===== config.mk =====
export PLATFORM = sky130hd
export DESIGN_NAME = mabe_exec
export DESIGN_NICKNAME = d
export VERILOG_FILES = /design/src/hdl/mabe_alu.v /design/src/hdl/mabe_exec.v
export VERILOG_INCLUDE_DIRS = /design/src /design/src/hdl
export SDC_FILE = /design/constraint.sdc
export NUM_CORES = 1
export LEC_CHECK = 0
export ABC_AREA = 1
export BUFFER_PORTS_ARGS = -buffer_cell sky130_fd_sc_hd__buf_2
export CAP_MARGIN = 20
export CORE_MARGIN = 2
export CORE_UTILIZATION = 64
export CTS_CLUSTER_DIAMETER = 60
export CTS_CLUSTER_SIZE = 8
export DETAILED_ROUTE_END_ITERATION = 12
export GPL_TIMING_DRIVEN = 0
export PLACE_DENSITY = 0.87
export SKIP_CTS_REPAIR_TIMING = 1
export SYNTH_ARGS = -nofsm -noshare
export SYNTH_HDL_FRONTEND = slang
export SYNTH_SLANG_ARGS = --single-unit

===== constraint.sdc =====
create_clock -name clock -period 7.1 [get_ports clock]
set_clock_uncertainty 0.15 [all_clocks]
set_input_delay 0.355 -clock clock [delete_from_list [all_inputs] [get_ports clock]]
set_output_delay 0.355 -clock clock [all_outputs]
set_load 0.005 [all_outputs]

===== src/hdl/mabe_regs.vh =====
// Constants for the ALU and branch execution datapath
`ifndef MABE_REGS_VH
`define MABE_REGS_VH
// Operation codes from the sequencer
`define MABE_OP_NONE 4'h0
`define MABE_OP_ADD 4'h1
`define MABE_OP_SUB 4'h2
`define MABE_OP_CMP 4'h3
`define MABE_OP_AND 4'h4
`define MABE_OP_CLR 4'h5
`define MABE_OP_INC 4'h6
`define MABE_OP_DEC 4'h7
`define MABE_OP_COM 4'h8
`define MABE_OP_RLC 4'h9
`define MABE_OP_SLA 4'hA
`define MABE_OP_JR 4'hB
`define MABE_OP_JRB 4'hC
`define MABE_OP_JP 4'hD
// Short branch test kinds, opcode bits 7:5
`define MABE_JR_NZ 3'h0
`define MABE_JR_Z 3'h2
`define MABE_JR_NC 3'h4
`define MABE_JR_C 3'h6
// Operand sources
`define MABE_SRC_MEM 2'h0
`define MABE_SRC_IMM 2'h1
`define MABE_SRC_ACC 2'h2
// Register file locations
`define MABE_ADDR_X 8'h80
`define MABE_ADDR_Y 8'h81
`define MABE_ADDR_V 8'h82
`define MABE_ADDR_W 8'h83
// Cycle counts
`define MABE_CYC_ALU 3'h4
`define MABE_CYC_JR 3'h2
`define MABE_CYC_JRB 3'h5
`define MABE_CYC_JP 3'h4
// Reset values
`define MABE_RST_ACC 8'h00
`define MABE_RST_PC 12'h000
`endif


===== src/hdl/mabe_alu.v =====
// Combinational arithmetic and logic unit with zero and carry results
`timescale 1ns/1ps
`default_nettype none
`include "mabe_regs.vh"
module mabe_alu (
  input wire [3:0] op,
  input wire [7:0] acc,
  input wire [7:0] opnd,
  input wire carry_in,
  output reg [7:0] result,
  output reg zero_out,
  output reg carry_out,
  output reg upd_carry,
  output reg wr_acc
);
  reg [8:0] sum;
  always @* begin
    sum = 9'h000;
    result = acc;
    carry_out = carry_in;
    upd_carry = 1'b0;
    wr_acc = 1'b1;
    case (op)
      `MABE_OP_ADD: begin
        sum = {1'b0, acc} + {1'b0, opnd};
        result = sum[7:0];
        carry_out = sum[8];
        upd_carry = 1'b1; // RULE_14
      end
      `MABE_OP_SUB, `MABE_OP_CMP: begin
        sum = {1'b0, acc} - {1'b0, opnd};
        result = sum[7:0];
        carry_out = sum[8];
        upd_carry = 1'b1; // RULE_14
        wr_acc = (op == `MABE_OP_SUB);
      end
      `MABE_OP_AND: begin
        result = acc & opnd;
      end
      `MABE_OP_CLR: begin
        result = 8'h00;
        wr_acc = 1'b0;
      end
      `MABE_OP_INC: begin
        result = opnd + 8'h01;
        wr_acc = 1'b0;
      end
      `MABE_OP_DEC: begin
        result = opnd - 8'h01;
        wr_acc = 1'b0;
      end
      `MABE_OP_COM: begin
        result = ~acc; // RULE_03
        carry_out = acc[7];
        upd_carry = 1'b1; // RULE_14
      end
      `MABE_OP_RLC: begin
        result = {acc[6:0], carry_in}; // RULE_03
        carry_out = acc[7];
        upd_carry = 1'b1; // RULE_14
      end
      `MABE_OP_SLA: begin
        result = {acc[6:0], 1'b0}; // RULE_03
        carry_out = acc[7];
        upd_carry = 1'b1; // RULE_14
      end
      default: begin
        wr_acc = 1'b0;
      end
    endcase
    zero_out = (result == 8'h00);
  end
endmodule // mabe_alu
`default_nettype wire


===== src/hdl/mabe_exec.v =====
// ALU and conditional branch execution datapath of the core
// How it works
// [RULE_01] Add, subtract, compare and and take the accumulator plus a data byte or an immediate byte.
// [RULE_02] Clear, decrement and increment may target any of the 256 data-space bytes.
// [RULE_03] Complement, rotate through carry and shift left act only on the accumulator.
// [RULE_04] A conditional branch loads its target only when the condition holds, else falls through.
// [RULE_05] Short branches reach -15 to +16 locations around the branch via a 5-bit displacement.
// [RULE_06] Bit test branches use an 8-bit displacement reaching -126 to +129 around the instruction.
// [RULE_07] A 3-bit selector picks one of the eight bits of the tested byte.
// [RULE_08] Any bit of any data-space byte can be tested.
// [RULE_09] Jump and call carry a 12-bit target covering the whole program space.
// [RULE_10] Locations 80H and 81H act as indirect pointers; 80H to 83H have short-direct codes. Operand reads get the pointer itself; writes go through it.
// [RULE_11] Immediate operands come from the program byte following the opcode.
// [RULE_12] Short branch opcodes hold the test in bits 7:5, direction in bit 4 and span in bits 3:0.
// [RULE_13] Pointer and work registers sit at 80H to 83H with pointers at 80H and 81H.
// [RULE_14] Add, sub, compare, complement, rotate, shift set Z and C; and, inc, dec set Z; bit tests load C.
// [RULE_15] ALU ops take four cycles, short branches two, bit test branches five, taken or not.
`timescale 1ns/1ps
`default_nettype none
`include "mabe_regs.vh"
module mabe_exec (
  input wire clock,
  input wire rstn,
  input wire start,
  input wire [3:0] op,
  input wire [1:0] src,
  input wire [7:0] opcode,
  input wire [7:0] prog_byte1,
  input wire [7:0] prog_byte2,
  input wire [1:0] addr_mode,
  input wire [11:0] instr_pc,
  input wire [7:0] mem_rdata,
  output reg [7:0] mem_addr,
  output reg mem_rd,
  output reg mem_wr,
  output reg [7:0] mem_wdata,
  output reg [7:0] acc_out,
  output reg zero_flag,
  output reg carry_flag,
  output reg [11:0] pc_out,
  output reg pc_load,
  output reg busy,
  output reg done
);
  // ====================================================
  // Addressing modes for the data operand
  localparam AM_DIRECT = 2'h0;
  localparam AM_SHORT = 2'h1;
  localparam AM_IND_X = 2'h2;
  localparam AM_IND_Y = 2'h3;

  // ====================================================
  // States
  localparam ST_IDLE = 3'h0;
  localparam ST_PTR = 3'h1;
  localparam ST_READ = 3'h2;
  localparam ST_EXEC = 3'h3;
  localparam ST_WAIT = 3'h4;

  reg [2:0] state_r;
  reg [2:0] state_nxt;
  reg [2:0] cnt_r;
  reg [3:0] op_r;
  reg [1:0] src_r;
  reg [7:0] opc_r;
  reg [7:0] b1_r;
  reg [7:0] b2_r;
  reg [1:0] am_r;
  reg [11:0] ipc_r;
  reg [7:0] opnd_r;
  reg [7:0] addr_r;
  reg [7:0] acc_r;
  reg z_r;
  reg c_r;

  wire [7:0] alu_res;
  wire alu_z;
  wire alu_c;
  wire alu_upd_c;
  wire alu_wr_acc;
  wire [7:0] alu_b;

  // ====================================================
  // Operand selection
  assign alu_b = (src_r == `MABE_SRC_IMM) ? b1_r : opnd_r; // RULE_01 RULE_11

  mabe_alu u_alu (
    .op(op_r),
    .acc(acc_r),
    .opnd(alu_b),
    .carry_in(c_r),
    .result(alu_res),
    .zero_out(alu_z),
    .carry_out(alu_c),
    .upd_carry(alu_upd_c),
    .wr_acc(alu_wr_acc)
  );

  // ====================================================
  // Branch decisions and targets
  reg jr_cond;
  reg [11:0] jr_target;
  reg [11:0] jrb_target;
  reg tested_bit;
  always @* begin
    case (opc_r[7:5]) // RULE_12
      `MABE_JR_NZ: jr_cond = ~z_r;
      `MABE_JR_Z: jr_cond = z_r;
      `MABE_JR_NC: jr_cond = ~c_r;
      `MABE_JR_C: jr_cond = c_r;
      default: jr_cond = 1'b0;
    endcase
    // Span 0..F forward gives +1..+16, backward -0..-15
    if (opc_r[4]) begin
      jr_target = ipc_r - {8'h00, opc_r[3:0]}; // RULE_05
    end else begin
      jr_target = ipc_r + {8'h00, opc_r[3:0]} + 12'h001; // RULE_05
    end
    // Displacement counted from two past the branch
    jrb_target = ipc_r + 12'h002 + {{4{b2_r[7]}}, b2_r}; // RULE_06
    tested_bit = opnd_r[opc_r[7:5]]; // RULE_07 RULE_08
  end

  // Operand address from opcode, following byte or pointer
  reg [7:0] dir_addr;
  always @* begin
    case (am_r)
      AM_SHORT: dir_addr = `MABE_ADDR_X | {6'h00, opc_r[3:2]}; // RULE_10 RULE_13
      AM_IND_X: dir_addr = `MABE_ADDR_X; // RULE_10 RULE_13
      AM_IND_Y: dir_addr = `MABE_ADDR_Y; // RULE_10 RULE_13
      default: dir_addr = b1_r; // RULE_02
    endcase
  end

  wire uses_mem = (op_r == `MABE_OP_JRB) ||
    ((op_r != `MABE_OP_COM) && (op_r != `MABE_OP_RLC) && (op_r != `MABE_OP_SLA) &&
     (src_r == `MABE_SRC_MEM));
  wire wr_mem = (op_r == `MABE_OP_CLR) || (op_r == `MABE_OP_INC) || (op_r == `MABE_OP_DEC);
  wire mem_target = wr_mem && (src_r == `MABE_SRC_MEM);

  // ====================================================
  // Sequencer
  always @* begin
    state_nxt = state_r;
    case (state_r)
      ST_IDLE: begin
        if (start) begin
          state_nxt = ST_PTR;
        end
      end
      ST_PTR: begin
        if (op_r == `MABE_OP_JR || op_r == `MABE_OP_JP || !uses_mem) begin
          state_nxt = ST_EXEC;
        end else begin
          state_nxt = ST_READ;
        end
      end
      ST_READ: state_nxt = ST_EXEC;
      ST_EXEC: begin
        if (cnt_r == 3'h0) begin
          state_nxt = ST_IDLE;
        end else begin
          state_nxt = ST_WAIT;
        end
      end
      ST_WAIT: begin
        if (cnt_r == 3'h0) begin
          state_nxt = ST_IDLE;
        end
      end
      default: state_nxt = ST_IDLE;
    endcase
  end

  always @(posedge clock or negedge rstn) begin
    if (!rstn) begin
      state_r <= ST_IDLE;
      cnt_r <= 3'h0;
      op_r <= `MABE_OP_NONE;
      src_r <= `MABE_SRC_MEM;
      opc_r <= 8'h00;
      b1_r <= 8'h00;
      b2_r <= 8'h00;
      am_r <= AM_DIRECT;
      ipc_r <= `MABE_RST_PC;
      opnd_r <= 8'h00;
      addr_r <= 8'h00;
      acc_r <= `MABE_RST_ACC;
      z_r <= 1'b0;
      c_r <= 1'b0;
      mem_addr <= 8'h00;
      mem_rd <= 1'b0;
      mem_wr <= 1'b0;
      mem_wdata <= 8'h00;
      acc_out <= `MABE_RST_ACC;
      zero_flag <= 1'b0;
      carry_flag <= 1'b0;
      pc_out <= `MABE_RST_PC;
      pc_load <= 1'b0;
      busy <= 1'b0;
      done <= 1'b0;
    end else begin
      state_r <= state_nxt;
      mem_rd <= 1'b0;
      mem_wr <= 1'b0;
      pc_load <= 1'b0;
      done <= 1'b0;
      if (cnt_r != 3'h0) begin
        cnt_r <= cnt_r - 3'h1;
      end
      case (state_r)
        ST_IDLE: begin
          if (start) begin
            op_r <= op;
            src_r <= src;
            opc_r <= opcode;
            b1_r <= prog_byte1;
            b2_r <= prog_byte2;
            am_r <= addr_mode;
            ipc_r <= instr_pc;
            busy <= 1'b1;
            case (op) // RULE_15
              `MABE_OP_JR: cnt_r <= `MABE_CYC_JR - 3'h1;
              `MABE_OP_JRB: cnt_r <= `MABE_CYC_JRB - 3'h1;
              `MABE_OP_JP: cnt_r <= `MABE_CYC_JP - 3'h1;
              default: cnt_r <= `MABE_CYC_ALU - 3'h1;
            endcase
          end
        end
        ST_PTR: begin
          // Indirect modes read the pointer first
          if (uses_mem) begin
            mem_addr <= dir_addr;
            mem_rd <= 1'b1;
            addr_r <= dir_addr;
          end
        end
        ST_READ: begin
          if (am_r == AM_IND_X || am_r == AM_IND_Y) begin
            addr_r <= mem_rdata;
            mem_addr <= mem_rdata;
            opnd_r <= mem_rdata;
          end else begin
            opnd_r <= mem_rdata;
          end
        end
        ST_EXEC: begin
          case (op_r)
            `MABE_OP_JR: begin
              if (jr_cond) begin
                pc_out <= jr_target; // RULE_04
                pc_load <= 1'b1; // RULE_04
              end
            end
            `MABE_OP_JRB: begin
              c_r <= tested_bit; // RULE_14
              carry_flag <= tested_bit;
              if (tested_bit == opc_r[4]) begin
                pc_out <= jrb_target; // RULE_04
                pc_load <= 1'b1; // RULE_04
              end
            end
            `MABE_OP_JP: begin
              pc_out <= {opc_r[3:0], b1_r}; // RULE_09
              pc_load <= 1'b1;
            end
            `MABE_OP_NONE: begin
            end
            default: begin
              if (mem_target) begin
                mem_addr <= addr_r; // RULE_02
                mem_wdata <= alu_res;
                mem_wr <= 1'b1;
              end else if (wr_mem || alu_wr_acc) begin
                acc_r <= (op_r == `MABE_OP_CLR) ? 8'h00 :
                  (op_r == `MABE_OP_INC) ? acc_r + 8'h01 :
                  (op_r == `MABE_OP_DEC) ? acc_r - 8'h01 : alu_res;
                acc_out <= (op_r == `MABE_OP_CLR) ? 8'h00 :
                  (op_r == `MABE_OP_INC) ? acc_r + 8'h01 :
                  (op_r == `MABE_OP_DEC) ? acc_r - 8'h01 : alu_res;
              end
              // Inc and dec of A derive zero from A itself
              if (!mem_target && (op_r == `MABE_OP_INC)) begin
                z_r <= (acc_r + 8'h01) == 8'h00; // RULE_14
                zero_flag <= (acc_r + 8'h01) == 8'h00;
              end else if (!mem_target && (op_r == `MABE_OP_DEC)) begin
                z_r <= (acc_r - 8'h01) == 8'h00; // RULE_14
                zero_flag <= (acc_r - 8'h01) == 8'h00;
              end else if (!(mem_target && op_r == `MABE_OP_CLR)) begin
                z_r <= alu_z; // RULE_14
                zero_flag <= alu_z;
              end
              if (alu_upd_c) begin
                c_r <= alu_c; // RULE_14
                carry_flag <= alu_c;
              end
              if (!mem_target && op_r == `MABE_OP_CLR) begin
                c_r <= 1'b0;
                carry_flag <= 1'b0;
              end
            end
          endcase
          // Short branches finish here, others wait for the count
          if (cnt_r == 3'h0) begin // RULE_15
            busy <= 1'b0;
            done <= 1'b1;
          end
        end
        ST_WAIT: begin
          if (cnt_r == 3'h0) begin // RULE_15
            busy <= 1'b0;
            done <= 1'b1;
          end
        end
        default: begin
        end
      endcase
    end
  end
endmodule // mabe_exec
`default_nettype wire


==> metrics.md, run 1 <==
| Metric | Value |
|---|---|
| LEAKAGE | 4.834 nW |
| Post-route cell area | 9110 sq um |
| Dominant cell type by area after synthesis | dfrtp_1 |
| Power density over the cells | 518.1 nW/um^2 |
| Post-placement cell area | 8798 sq um |
| Final cell count without fillers | 1449 |
| Root buffer cell | clkbuf_16 |
| Buf/Inv on CP | 4 |
| DR WL/cell | 16.85 microns |
| CP Capture Type | register |
| Die H | 116.3 microns |
| Slew Viols, Final | 0 |
| Routed vias/inst | 5.794 |
| Fraction of layout cells with a size suffix above 1 | 11.35% |
| Reg2Reg Setup Slack | 3040 ps |
| Tcrit/Tclk final | 57.18% |
| GRT Total Usage | 37.30% |
| Hpwl dp | 18670 microns |
| # fillers | 1072 |
| Final WS setup | 3040 ps |
| Psw | 2.551 mW |
| # Max-Cap Violations | 0 |
| Max clock buf depth | 2 |
| Max_slew headroom | 28.85% |
| Area Overhead vs Synth | 12.81% |
| Flop pwr share | 24.8% |
| Total CTS buffers | 9 |
| CP max FO | 10 |
| CP Data Required Time | 7250 ps |
| Overflow after GRT | 0 |
| CP delay by family, top | simple AND/OR/NAND/NOR gates |
| Synth Register Bits | 109 |
| Most common cell after layout, fill and taps aside | nand2_1 |
| Post-synth top flop | dfrtp_1 |
| Crit path kind | register to register |
| Max Clk Rate | 0.2463 GHz |
| Outcome | finished with violations |
| Largest cells by area after synthesis | dfrtp_1 (34%), nand2_1 (16%), ha_1 (9.0%) |
| Syn Nets | 1282 |
| Number of synthesized flops with an enable pin | 0 |
| Crit path launch type | register |
| Pre-CTS WS | 3116 ps |
| Slowest CP cell | o21ai_0 |
| R2r endpoint | z_r |
| Number of remaining DRC errors | 0 |
| Input/output buffers | 97 |
| Minimum clock period after layout | 4060 ps |
| DR vias | 8396 |
| Drt total wl | 24410 microns |
| # nets final | 1391 |
| First-pass GRT wire length | 38530 microns |
| Seq/Total Area, Yosys | 33.78% |
| Final hold slack | -44.60 ps |
| CP max stage delay | 760 ps |
| Die Area | 13530 sq um |
| Area of the multi-input gates | 4611 sq um |
| Row cnt | 41 |
| Drt pass-1 iters | 6 |
| Die Wd | 116.3 microns |
| Power share of the combinational group | 64.0% |
| Failing checks | negative hold slack |
| Avg Cell Area, Syn | 6.943 sq um |
| Vias in the first global route | 7713 |
| RSZ-0062 raised after global routing | no |
| Core Area | 12470 sq um |
| Yosys warnings | 0 |
| Measured slew at the worst slew-check pin | 1056 ps |
| Commonest cells after routing, fill and taps aside | nand2_1 (343), inv_1 (160), o21ai_0 (117), dfrtp_1 (109), buf_2 (98) |
| Post-Place Cells | 1433 |
| Antenna violations before repair | 0 |
| Clock-pin slew on the worst setup and hold paths | 80 ps |
| Global placement routability congestion | 0.9866 |
| CTS tree | done |
| Switching Share | 54.05% |
| Register area | 2728 sq um |
| Initial Utilization | 64.78% |
| Largest net degree at the start of global routing | 66 |
| Power share of the clock group | 11.2% |
| Post-synth cell types | 51 |
| IO Pins | 98 |
| Clock Sinks | 109 |
| Clk Latency, worst-skew pair | 370 ps |
| Post-route setup TNS | 0 ps |
| Tot Pwr | 4.720 mW |
| Final-report hold violation count | 64 |
| ANT nets after route | 0 |
| Diode count | 0 |
| VDD IR max | 0.2936 mV |
| Reg-to-reg startpoint | src_r[1] |
| Number of cells on the critical path | 17 |
| R2R cell count | 17 |
| Synth Cell Area | 8075 sq um |
| Async SR Flop Fraction | 100.0% |
| Final setup viols | 0 |
| Htree depth | 3 |
| CP Data Arrival Time | 4210 ps |
| Hold Path Class | primary input to asynchronous set/reset pin |
| DRT iter0 DRCs | 784 |
| CP Cell Sequence | inv_1 -> nand2_1 -> clkbuf_1 -> o21ai_0 -> inv_1 -> fa_1 -> inv_1 -> nand2_1 -> nand3_1 -> nand3_1 -> nor3_1 -> nand3_1 -> nor2_1 -> nand3_1 -> nand2_1 -> nand2_1 -> a21oi_1 |
| Post-synth top area share | 33.78% |
| Post-Syn Instances | 1163 |
| Internal power | 2.169 mW |
[cell type report]
class	instances	share of cell area, %
Sequential cell	109	29.94
Clock inverter	7	0.9477
Timing Repair Buffer	98	5.576
Buffer	25	1.222
Multi-Input combinational cell	863	50.61
Clock buffer	9	2.472
Inverter	166	6.867
Tap cell	172	2.362
[cell usage after synthesis (4+ instances only)]
library cell  number
nand2_1          343
inv_1            160
o21ai_0          117
dfrtp_1          109
nor2_1            94
nand3_1           73
ha_1              58
a21oi_1           50
clkbuf_1          18
nand4_1           18
a31oi_1           13
xor2_1            13
o221ai_1           8
nand2_2            7
nor3_1             7
fa_1               6
o211ai_1           5
o31ai_1            5
o21a_1             4
o22ai_1            4
or2_2              4
[worst max path at each step]
stage,slack (ps),end,start
floorplan,4150,z_r,src_r[1]
global placement,3120,z_r,src_r[1]
detailed placement,3120,z_r,src_r[1]
CTS,3060,z_r,src_r[1]
global route,2630,z_r,src_r[1]
finish,3040,z_r,src_r[1]
[flip-flops by register name (all words and copies together) (netlist names), 2 cells and up]
name and cells:
ipc_r 12, pc_out 12, acc_r 8, addr_r 8, b1_r 8, b2_r 8
mem_addr 8, mem_wdata 8, opc_r 8, opnd_r 8, op_r 4, cnt_r 3
state_r 3, am_r 2, src_r 2
[layer usage]
layer  vias up  share of wire, %  global-route usage, %
met3        96               6.8                  5.293
met2       404                48                  61.71
met1      3877                40                  47.14
met4         0               5.6                  21.11
li1       4019                 -                      -
met5         -                 0                      0
[worst reg2reg max path: cells and delay by family (launching register included)]
family,cells,cell delay [ps]
adders and majority gates,1,490
buffers and inverters,4,780
AOI/OAI and AO/OA,2,890
and+or+nand+nor,10,1280
DFF,1,380
[power groups by stage]
| stage | registers, mW | logic [mW] | clock network (mW) |
|---|---|---|---|
| 2_1_floorplan | 1.09 | 2.15 | 0 |
| 6_report | 1.17 | 3.02 | 0.528 |
| 3_5_place_dp | 1.17 | 2.94 | 0 |
| 3_3_place_gp | 1.16 | 2.88 | 0 |
| 5_1_grt | 1.20 | 3.41 | 0.550 |
| 4_1_cts | 1.16 | 2.97 | 0.527 |
[per-stage QoR]
step / util (%) / hold slack, ps
finish: 73.08 / -44.60
CTS: 73.08 / -3.979
detailed placement: 70.58 / 319.0
global placement: 70.40 / 313.7
floorplan: - / -90.59
global route: 73.08 / 34.35
[cells by family after synthesis]
| kind of cell | synth area share [%] |
|---|---|
| and+or+nand+nor | 28.97 |
| adders and majority gates | 10.47 |
| DFF | 33.78 |
| xor gates and xnor gates | 1.627 |
| buffers and inverters | 9.126 |
| AOI/OAI and AO/OA | 16.02 |
Power figures use the tool's default switching activity.
==> inputs of run 2 (changes only) <==
--- a/config.mk
+++ b/config.mk
@@ -10,12 +10,12 @@
 export BUFFER_PORTS_ARGS = -buffer_cell sky130_fd_sc_hd__buf_2
 export CAP_MARGIN = 20
 export CORE_MARGIN = 2
-export CORE_UTILIZATION = 64
+export CORE_UTILIZATION = 54
 export CTS_CLUSTER_DIAMETER = 60
 export CTS_CLUSTER_SIZE = 8
 export DETAILED_ROUTE_END_ITERATION = 12
 export GPL_TIMING_DRIVEN = 0
-export PLACE_DENSITY = 0.87
+export PLACE_DENSITY = 0.78
 export SKIP_CTS_REPAIR_TIMING = 1
 export SYNTH_ARGS = -nofsm -noshare
 export SYNTH_HDL_FRONTEND = slang
==> constraint.sdc (replaced) <==
create_clock -name clock -period 3.3 [get_ports clock]
set_clock_uncertainty 0.15 [all_clocks]
set_input_delay 0.165 -clock clock [delete_from_list [all_inputs] [get_ports clock]]
set_output_delay 0.165 -clock clock [all_outputs]
set_load 0.005 [all_outputs]
==> run 2 against run 1 <==
Net effect:
- the flow still finishes with violations (negative hold slack)
- cell count up 4.6%
- sequential power up 110%
- maximum frequency up 29%
- critical endpoint unchanged
- non-clock buffer count up 55
- combinational power up 120%
- highest routed layer unchanged
- worst setup slack worse by 2900 ps
- die area up 18%
- final area up 7.1%
- total power up 120%
- sequential share of layout area down 2.0 points
- via count up 1.7%
- register-to-register slack worse by 2900 ps
==> metrics.md, run 2 (synthesized netlist as in run 1, its figures left out) <==
| Metric | Value |
|---|---|
| Routed vias/inst | 5.633 (-2.8%) |
| # Max-Cap Violations | 0 (unchanged) |
| Hold_sp | op[3] |
| Tot Pwr | 10.39 mW (+120%) |
| Outcome | finished with violations |
| Post-Place Cells | 1445 (+0.84%) |
| IO Pins | 98 (unchanged) |
| Reg2Reg Setup Slack | 140 ps (-2900 ps) |
| R2r endpoint | z_r |
| Number of remaining DRC errors | 0 (unchanged) |
| DR vias | 8539 (+1.7%) |
| Antenna violations before repair | 0 (unchanged) |
| Max clock buf depth | 2 (unchanged) |
| Final cell count without fillers | 1516 (+4.6%) |
| DRT iter0 DRCs | 898 (+15%) |
| Clock-pin slew on the worst setup and hold paths | 80 ps (about the same) |
| Register area | 2728 sq um (unchanged) |
| Area of the multi-input gates | 4674 sq um (+1.4%) |
| Diode count | 0 (unchanged) |
| # fillers | 1246 (+16%) |
| Most common cell after layout, fill and taps aside | nand2_1 |
| Final setup viols | 0 (unchanged) |
| Post-layout util | 66.87% (-6.2 points) |
| Minimum clock period after layout | 3156 ps (-904.5 ps) |
| Global placement routability congestion | 1.003 (+1.7%) |
| CP max FO | 10 (unchanged) |
| CP Data Required Time | 3430 ps (-3820 ps) |
| VDD IR max | 0.5218 mV (+78%) |
| Input/output buffers | 97 (unchanged) |
| Max Clk Rate | 0.3169 GHz (+29%) |
| Post-route setup TNS | 0 ps (unchanged) |
| Total CTS buffers | 9 (unchanged) |
| Initial Utilization | 55.35% (-9.4 points) |
| Crit path launch type | register |
| Overflow after GRT | 0 (unchanged) |
| Commonest cells after routing, fill and taps aside | nand2_1 (341), inv_1 (159), o21ai_0 (111), dfrtp_1 (109), buf_2 (98) |
| Clock Sinks | 109 (unchanged) |
| Largest registers | ipc_r x12, pc_out x12 |
| Area Overhead vs Synth | 20.81% |
| Measured slew at the worst slew-check pin | 722.1 ps (-334.0 ps) |
| Power density over the cells | 1065 nW/um^2 (+110%) |
| Slew Viols, Final | 0 (unchanged) |
| Crit path kind | register to register |
| CTS tree | done |
| R2R cell count | 19 (+2) |
| Largest net degree at the start of global routing | 66 (unchanged) |
| CP Capture Type | register |
| ANT nets after route | 0 (unchanged) |
| Row cnt | 44 (+7.3%) |
| Drt total wl | 25530 microns (+4.6%) |
| Hold path cells | 3 |
| Tcrit/Tclk final | 95.62% (+38 points) |
| Htree depth | 3 (unchanged) |
| Hpwl dp | 18710 microns (+0.21%) |
| LEAKAGE | 5.088 nW (+5.3%) |
| Fraction of layout cells with a size suffix above 1 | 12.46% (+1.1 points) |
| CP Data Arrival Time | 3290 ps (-920 ps) |
| DR WL/cell | 16.84 microns (about the same) |
| Vias in the first global route | 7707 (-0.078%) |
| Root buffer cell | clkbuf_16 |
| Die Area | 15950 sq um (+18%) |
| Reg-to-reg startpoint | src_r[1] |
| Max_slew headroom | 51.86% (+23 points) |
| Die Wd | 126.3 microns (+8.6%) |
| Failing checks | negative hold slack |
| Hold Path Class | primary input to register |
| Hold Path End | op_r[3] |
| Clk Latency, worst-skew pair | 370 ps (about the same) |
| # nets final | 1446 (+4.0%) |
| Final hold slack | -34.63 ps (+9.973 ps) |
| First-pass GRT wire length | 39510 microns (+2.5%) |
| Die H | 126.3 microns (+8.6%) |
| Drt pass-1 iters | 6 (unchanged) |
| Core Area | 14590 sq um (+17%) |
| GRT Total Usage | 31.32% (-6.0 points) |
| Final-report hold violation count | 1 (-98%) |
[run 2: worst max-delay path, stage by stage, from the launching register on]
cell and delay, ps:
dfrtp_1 380, inv_1 110, nand2_2 130, buf_6 180, o21ai_4 230, inv_2 120, fa_1 420, inv_1 140
nand3_1 110, a21oi_1 160, nor2_1 90, nor2_1 120, nand2_1 60, nand2_1 130, nand2_1 80, nor2_1 90
nand3_1 90, nand2_1 60, nand2_1 70, a21oi_1 150
[run 2: per-stage QoR]
step | instance area (sq um) | worst slack (ps) | hold slack, ps
after floorplan | 8075 | 345.5 | -280.6
after global placement | 8791 | -682.6 | 207.1
after detailed placement | 8821 | -711.6 | 86.20
after CTS | 9133 | -783.8 | -305.2
after global routing | 9756 | -30.30 | 9.759
final | 9756 | 144.4 | -34.63
[run 2: worst max-delay path by stage]
stage	slack (ps)	endpoint	from
global placement	-680	z_r	src_r[1]
global route	-30	z_r	op_r[3]
detailed placement	-710	z_r	src_r[1]
CTS	-780	z_r	src_r[1]
finish	140	z_r	src_r[1]
floorplan	350	z_r	src_r[1]
[run 2: per-layer routing]
metal	wire length [microns]	GRT usage, %	vias to the layer above
li1	-	-	4134
met1	10260	40.50	3951
met2	12640	53.89	394
met3	1756	5.013	60
met4	871	10.15	0
met5	0	0	-
[run 2: report_power, final]
group	internal (mW)	switching [mW]	leakage, nW
Sequential	1.92	0.592	1.37
Clock	0.606	0.557	0.148
Combinational	2.34	4.38	3.57
Total	4.86	5.53	5.09
[run 2: final cells by class]
class | instances | share of cell area (%)
Clock inverter | 6 | 0.8465
Sequential cell | 109 | 27.96
Timing Repair Buffer | 156 | 11.06
Multi-Input combinational cell | 863 | 47.92
Inverter | 166 | 6.413
Clock buffer | 10 | 2.347
Tap cell | 184 | 2.360
Buffer | 22 | 1.103
==> inputs of run 3 (changes only) <==
--- a/config.mk
+++ b/config.mk
@@ -15,6 +15,7 @@
 export CTS_CLUSTER_SIZE = 8
 export DETAILED_ROUTE_END_ITERATION = 12
 export GPL_TIMING_DRIVEN = 0
+export MAX_ROUTING_LAYER = met4
 export PLACE_DENSITY = 0.78
 export SKIP_CTS_REPAIR_TIMING = 1
 export SYNTH_ARGS = -nofsm -noshare
==> run 3 against run 2 <==
Net effect:
- the run still ends with negative hold slack left
- die area is the same
- sequential power is essentially flat
- clock power is essentially flat
- combinational power grew 0.9%
- via count shrank 0.60%
- non-clock buffer count grew 2
- critical path type unchanged
- largest cell class unchanged
==> metrics.md, run 3 (synthesized netlist as in run 1, its figures left out) <==
| Metric | Value |
|---|---|
| Initial Utilization | 55.35% (unchanged) |
| Overflow after GRT | 0 (unchanged) |
| Commonest cells after routing, fill and taps aside | nand2_1 (341), inv_1 (157), o21ai_0 (111), dfrtp_1 (109), buf_2 (98) |
| DRT iter0 DRCs | 808 (-10%) |
| Post-layout util | 67.05% (+0.18 points) |
| Flop pwr share | 24.1% (about the same) |
| Psw | 5.583 mW (+0.98%) |
| Die Wd | 126.3 microns (unchanged) |
| Diode count | 0 (unchanged) |
| Drt pass-1 iters | 5 (-1) |
| IO Pins | 98 (unchanged) |
| Vias in the first global route | 7702 (-0.065%) |
| Minimum clock period after layout | 3194 ps (+38.39 ps) |
| # nets final | 1448 (+0.14%) |
| Number of remaining DRC errors | 0 (unchanged) |
| Crit path launch type | register |
| VDD IR max | 0.5244 mV (+0.51%) |
| CP Data Arrival Time | 3340 ps (+50 ps) |
| Hpwl dp | 18980 microns (+1.4%) |
| Tcrit/Tclk final | 96.79% (+1.2 points) |
| # fillers | 1293 (+3.8%) |
| Row cnt | 44 (unchanged) |
| Final setup viols | 0 (unchanged) |
| Power share of the combinational group | 65.0% (+0.4 points) |
| Fraction of layout cells with a size suffix above 1 | 12.82% (+0.36 points) |
| Largest registers | ipc_r x12, pc_out x12 |
| Final hold slack | -13.17 ps (+21.46 ps) |
| Register area | 2728 sq um (unchanged) |
| Crit path kind | register to register |
| Input/output buffers | 97 (unchanged) |
| Routed vias/inst | 5.592 (-0.73%) |
| Slew Viols, Final | 0 (unchanged) |
| DR vias | 8488 (-0.60%) |
| Clk Latency, worst-skew pair | 370 ps (about the same) |
| Die Area | 15950 sq um (unchanged) |
| Total CTS buffers | 9 (unchanged) |
| DR WL/cell | 17.02 microns (+1.1%) |
| Max_slew headroom | 51.73% (-0.13 points) |
| CTS tree | done |
| Clock-pin slew on the worst setup and hold paths | 80 ps (about the same) |
| Outcome | finished with violations |
| Die H | 126.3 microns (unchanged) |
| Max Clk Rate | 0.3131 GHz (-1.2%) |
| ANT nets after route | 0 (unchanged) |
| Switching Share | 53.51% (+0.32 points) |
| CP Capture Type | register |
| Root buffer cell | clkbuf_16 |
| Power density over the cells | 1067 nW/um^2 (+0.12%) |
| Global placement routability congestion | 0.9954 (-0.79%) |
| Final-report hold violation count | 3 (+2) |
| Drt total wl | 25840 microns (+1.2%) |
| Hold Path Class | primary input to register |
| Power share of the clock group | 10.8% (-0.4 points) |
| Measured slew at the worst slew-check pin | 724.0 ps (+1.952 ps) |
| GRT Total Usage | 32.13% (+0.80 points) |
| # Max-Cap Violations | 0 (unchanged) |
| Max clock buf depth | 2 (unchanged) |
| Largest net degree at the start of global routing | 64 (-3.0%) |
| Tot Pwr | 10.43 mW (+0.38%) |
| Failing checks | negative hold slack |
| Htree depth | 3 (unchanged) |
| Internal power | 4.850 mW (-0.29%) |
| First-pass GRT wire length | 39100 microns (-1.0%) |
| Antenna violations before repair | 0 (unchanged) |
| Area Overhead vs Synth | 21.13% |
| Most common cell after layout, fill and taps aside | nand2_1 |
| CP max FO | 10 (unchanged) |
| Area of the multi-input gates | 4679 sq um (+0.11%) |
| CP Data Required Time | 3440 ps (about the same) |
| Clock Sinks | 109 (unchanged) |
| Core Area | 14590 sq um (unchanged) |
| LEAKAGE | 5.100 nW (+0.24%) |
run 3: worst max-delay path, stage by stage (launching register included):
cell and delay [ps]:
dfrtp_1 450, nand2_2 180, buf_4 220, nand2_1 130, o21ai_4 120, inv_2 110
fa_1 420, inv_1 140, nand3_1 110, a21oi_1 190, nor2_1 90, nor2_1 120
nand2_1 60, nand2_1 120, nand2_1 70, nor2_1 90, nand3_1 80, nand2_1 60
nand2_1 60, a21oi_1 120
run 3: final cells by class:
cell class / instances / area share, %
Multi-Input combinational cell: 863 / 47.84
Sequential cell: 109 / 27.88
Timing Repair Buffer: 158 / 11.20
Inverter: 166 / 6.395
Tap cell: 184 / 2.354
Clock buffer: 9 / 2.302
Buffer: 22 / 1.062
Clock inverter: 7 / 0.9593
run 3: final timing paths:
| path | cells after the start | end | start | slack [ps] |
|---|---|---|---|---|
| min | 3 | op_r[3] | op[3] | -10 |
| max reg2reg | 19 | z_r | src_r[0] | 110 |
| max | 19 | z_r | src_r[0] | 110 |
| min in group asynchronous | 2 | cnt_r[2] | rstn | 230 |
| min reg2reg | 2 | mem_wdata[1] | mem_wdata[1] | 340 |
| max in group asynchronous | 3 | b2_r[0] | rstn | 2040 |
run 3: power groups by stage:
stage | Clock [mW] | Combinational (mW) | Sequential, mW
after floorplan | 0 | 4.62 | 2.35
after global placement | 0 | 6.26 | 2.50
after detailed placement | 0 | 6.37 | 2.52
after CTS | 1.14 | 6.42 | 2.49
after global routing | 1.19 | 7.60 | 2.58
final | 1.13 | 6.78 | 2.52
run 3: per-stage QoR:
stage | std cells | TNS, ps | hold WS, ps | instance area (sq um) | setup slack [ps]
4_1_cts | 1461 | -5002 | -297.4 | 9140 | -773.5
5_1_grt | 1518 | -51.55 | 39.06 | 9782 | -43.23
2_1_floorplan | 1163 | 0 | -280.6 | 8075 | 345.5
6_report | 1518 | 0 | -13.17 | 9782 | 106.1
3_3_place_gp | 1444 | -3853 | 207.4 | 8791 | -712.6
3_5_place_dp | 1445 | -4378 | 91.84 | 8821 | -734.1
run 3: routing by layer:
layer  up-vias  global-route usage [%]  share of wire [%]
met3        71                   4.206                6.5
li1       4136                       -                  -
met2       344                   52.66                 49
met5         -                       -                  0
met4         0                   14.41                3.9
met1      3937                   39.85                 41
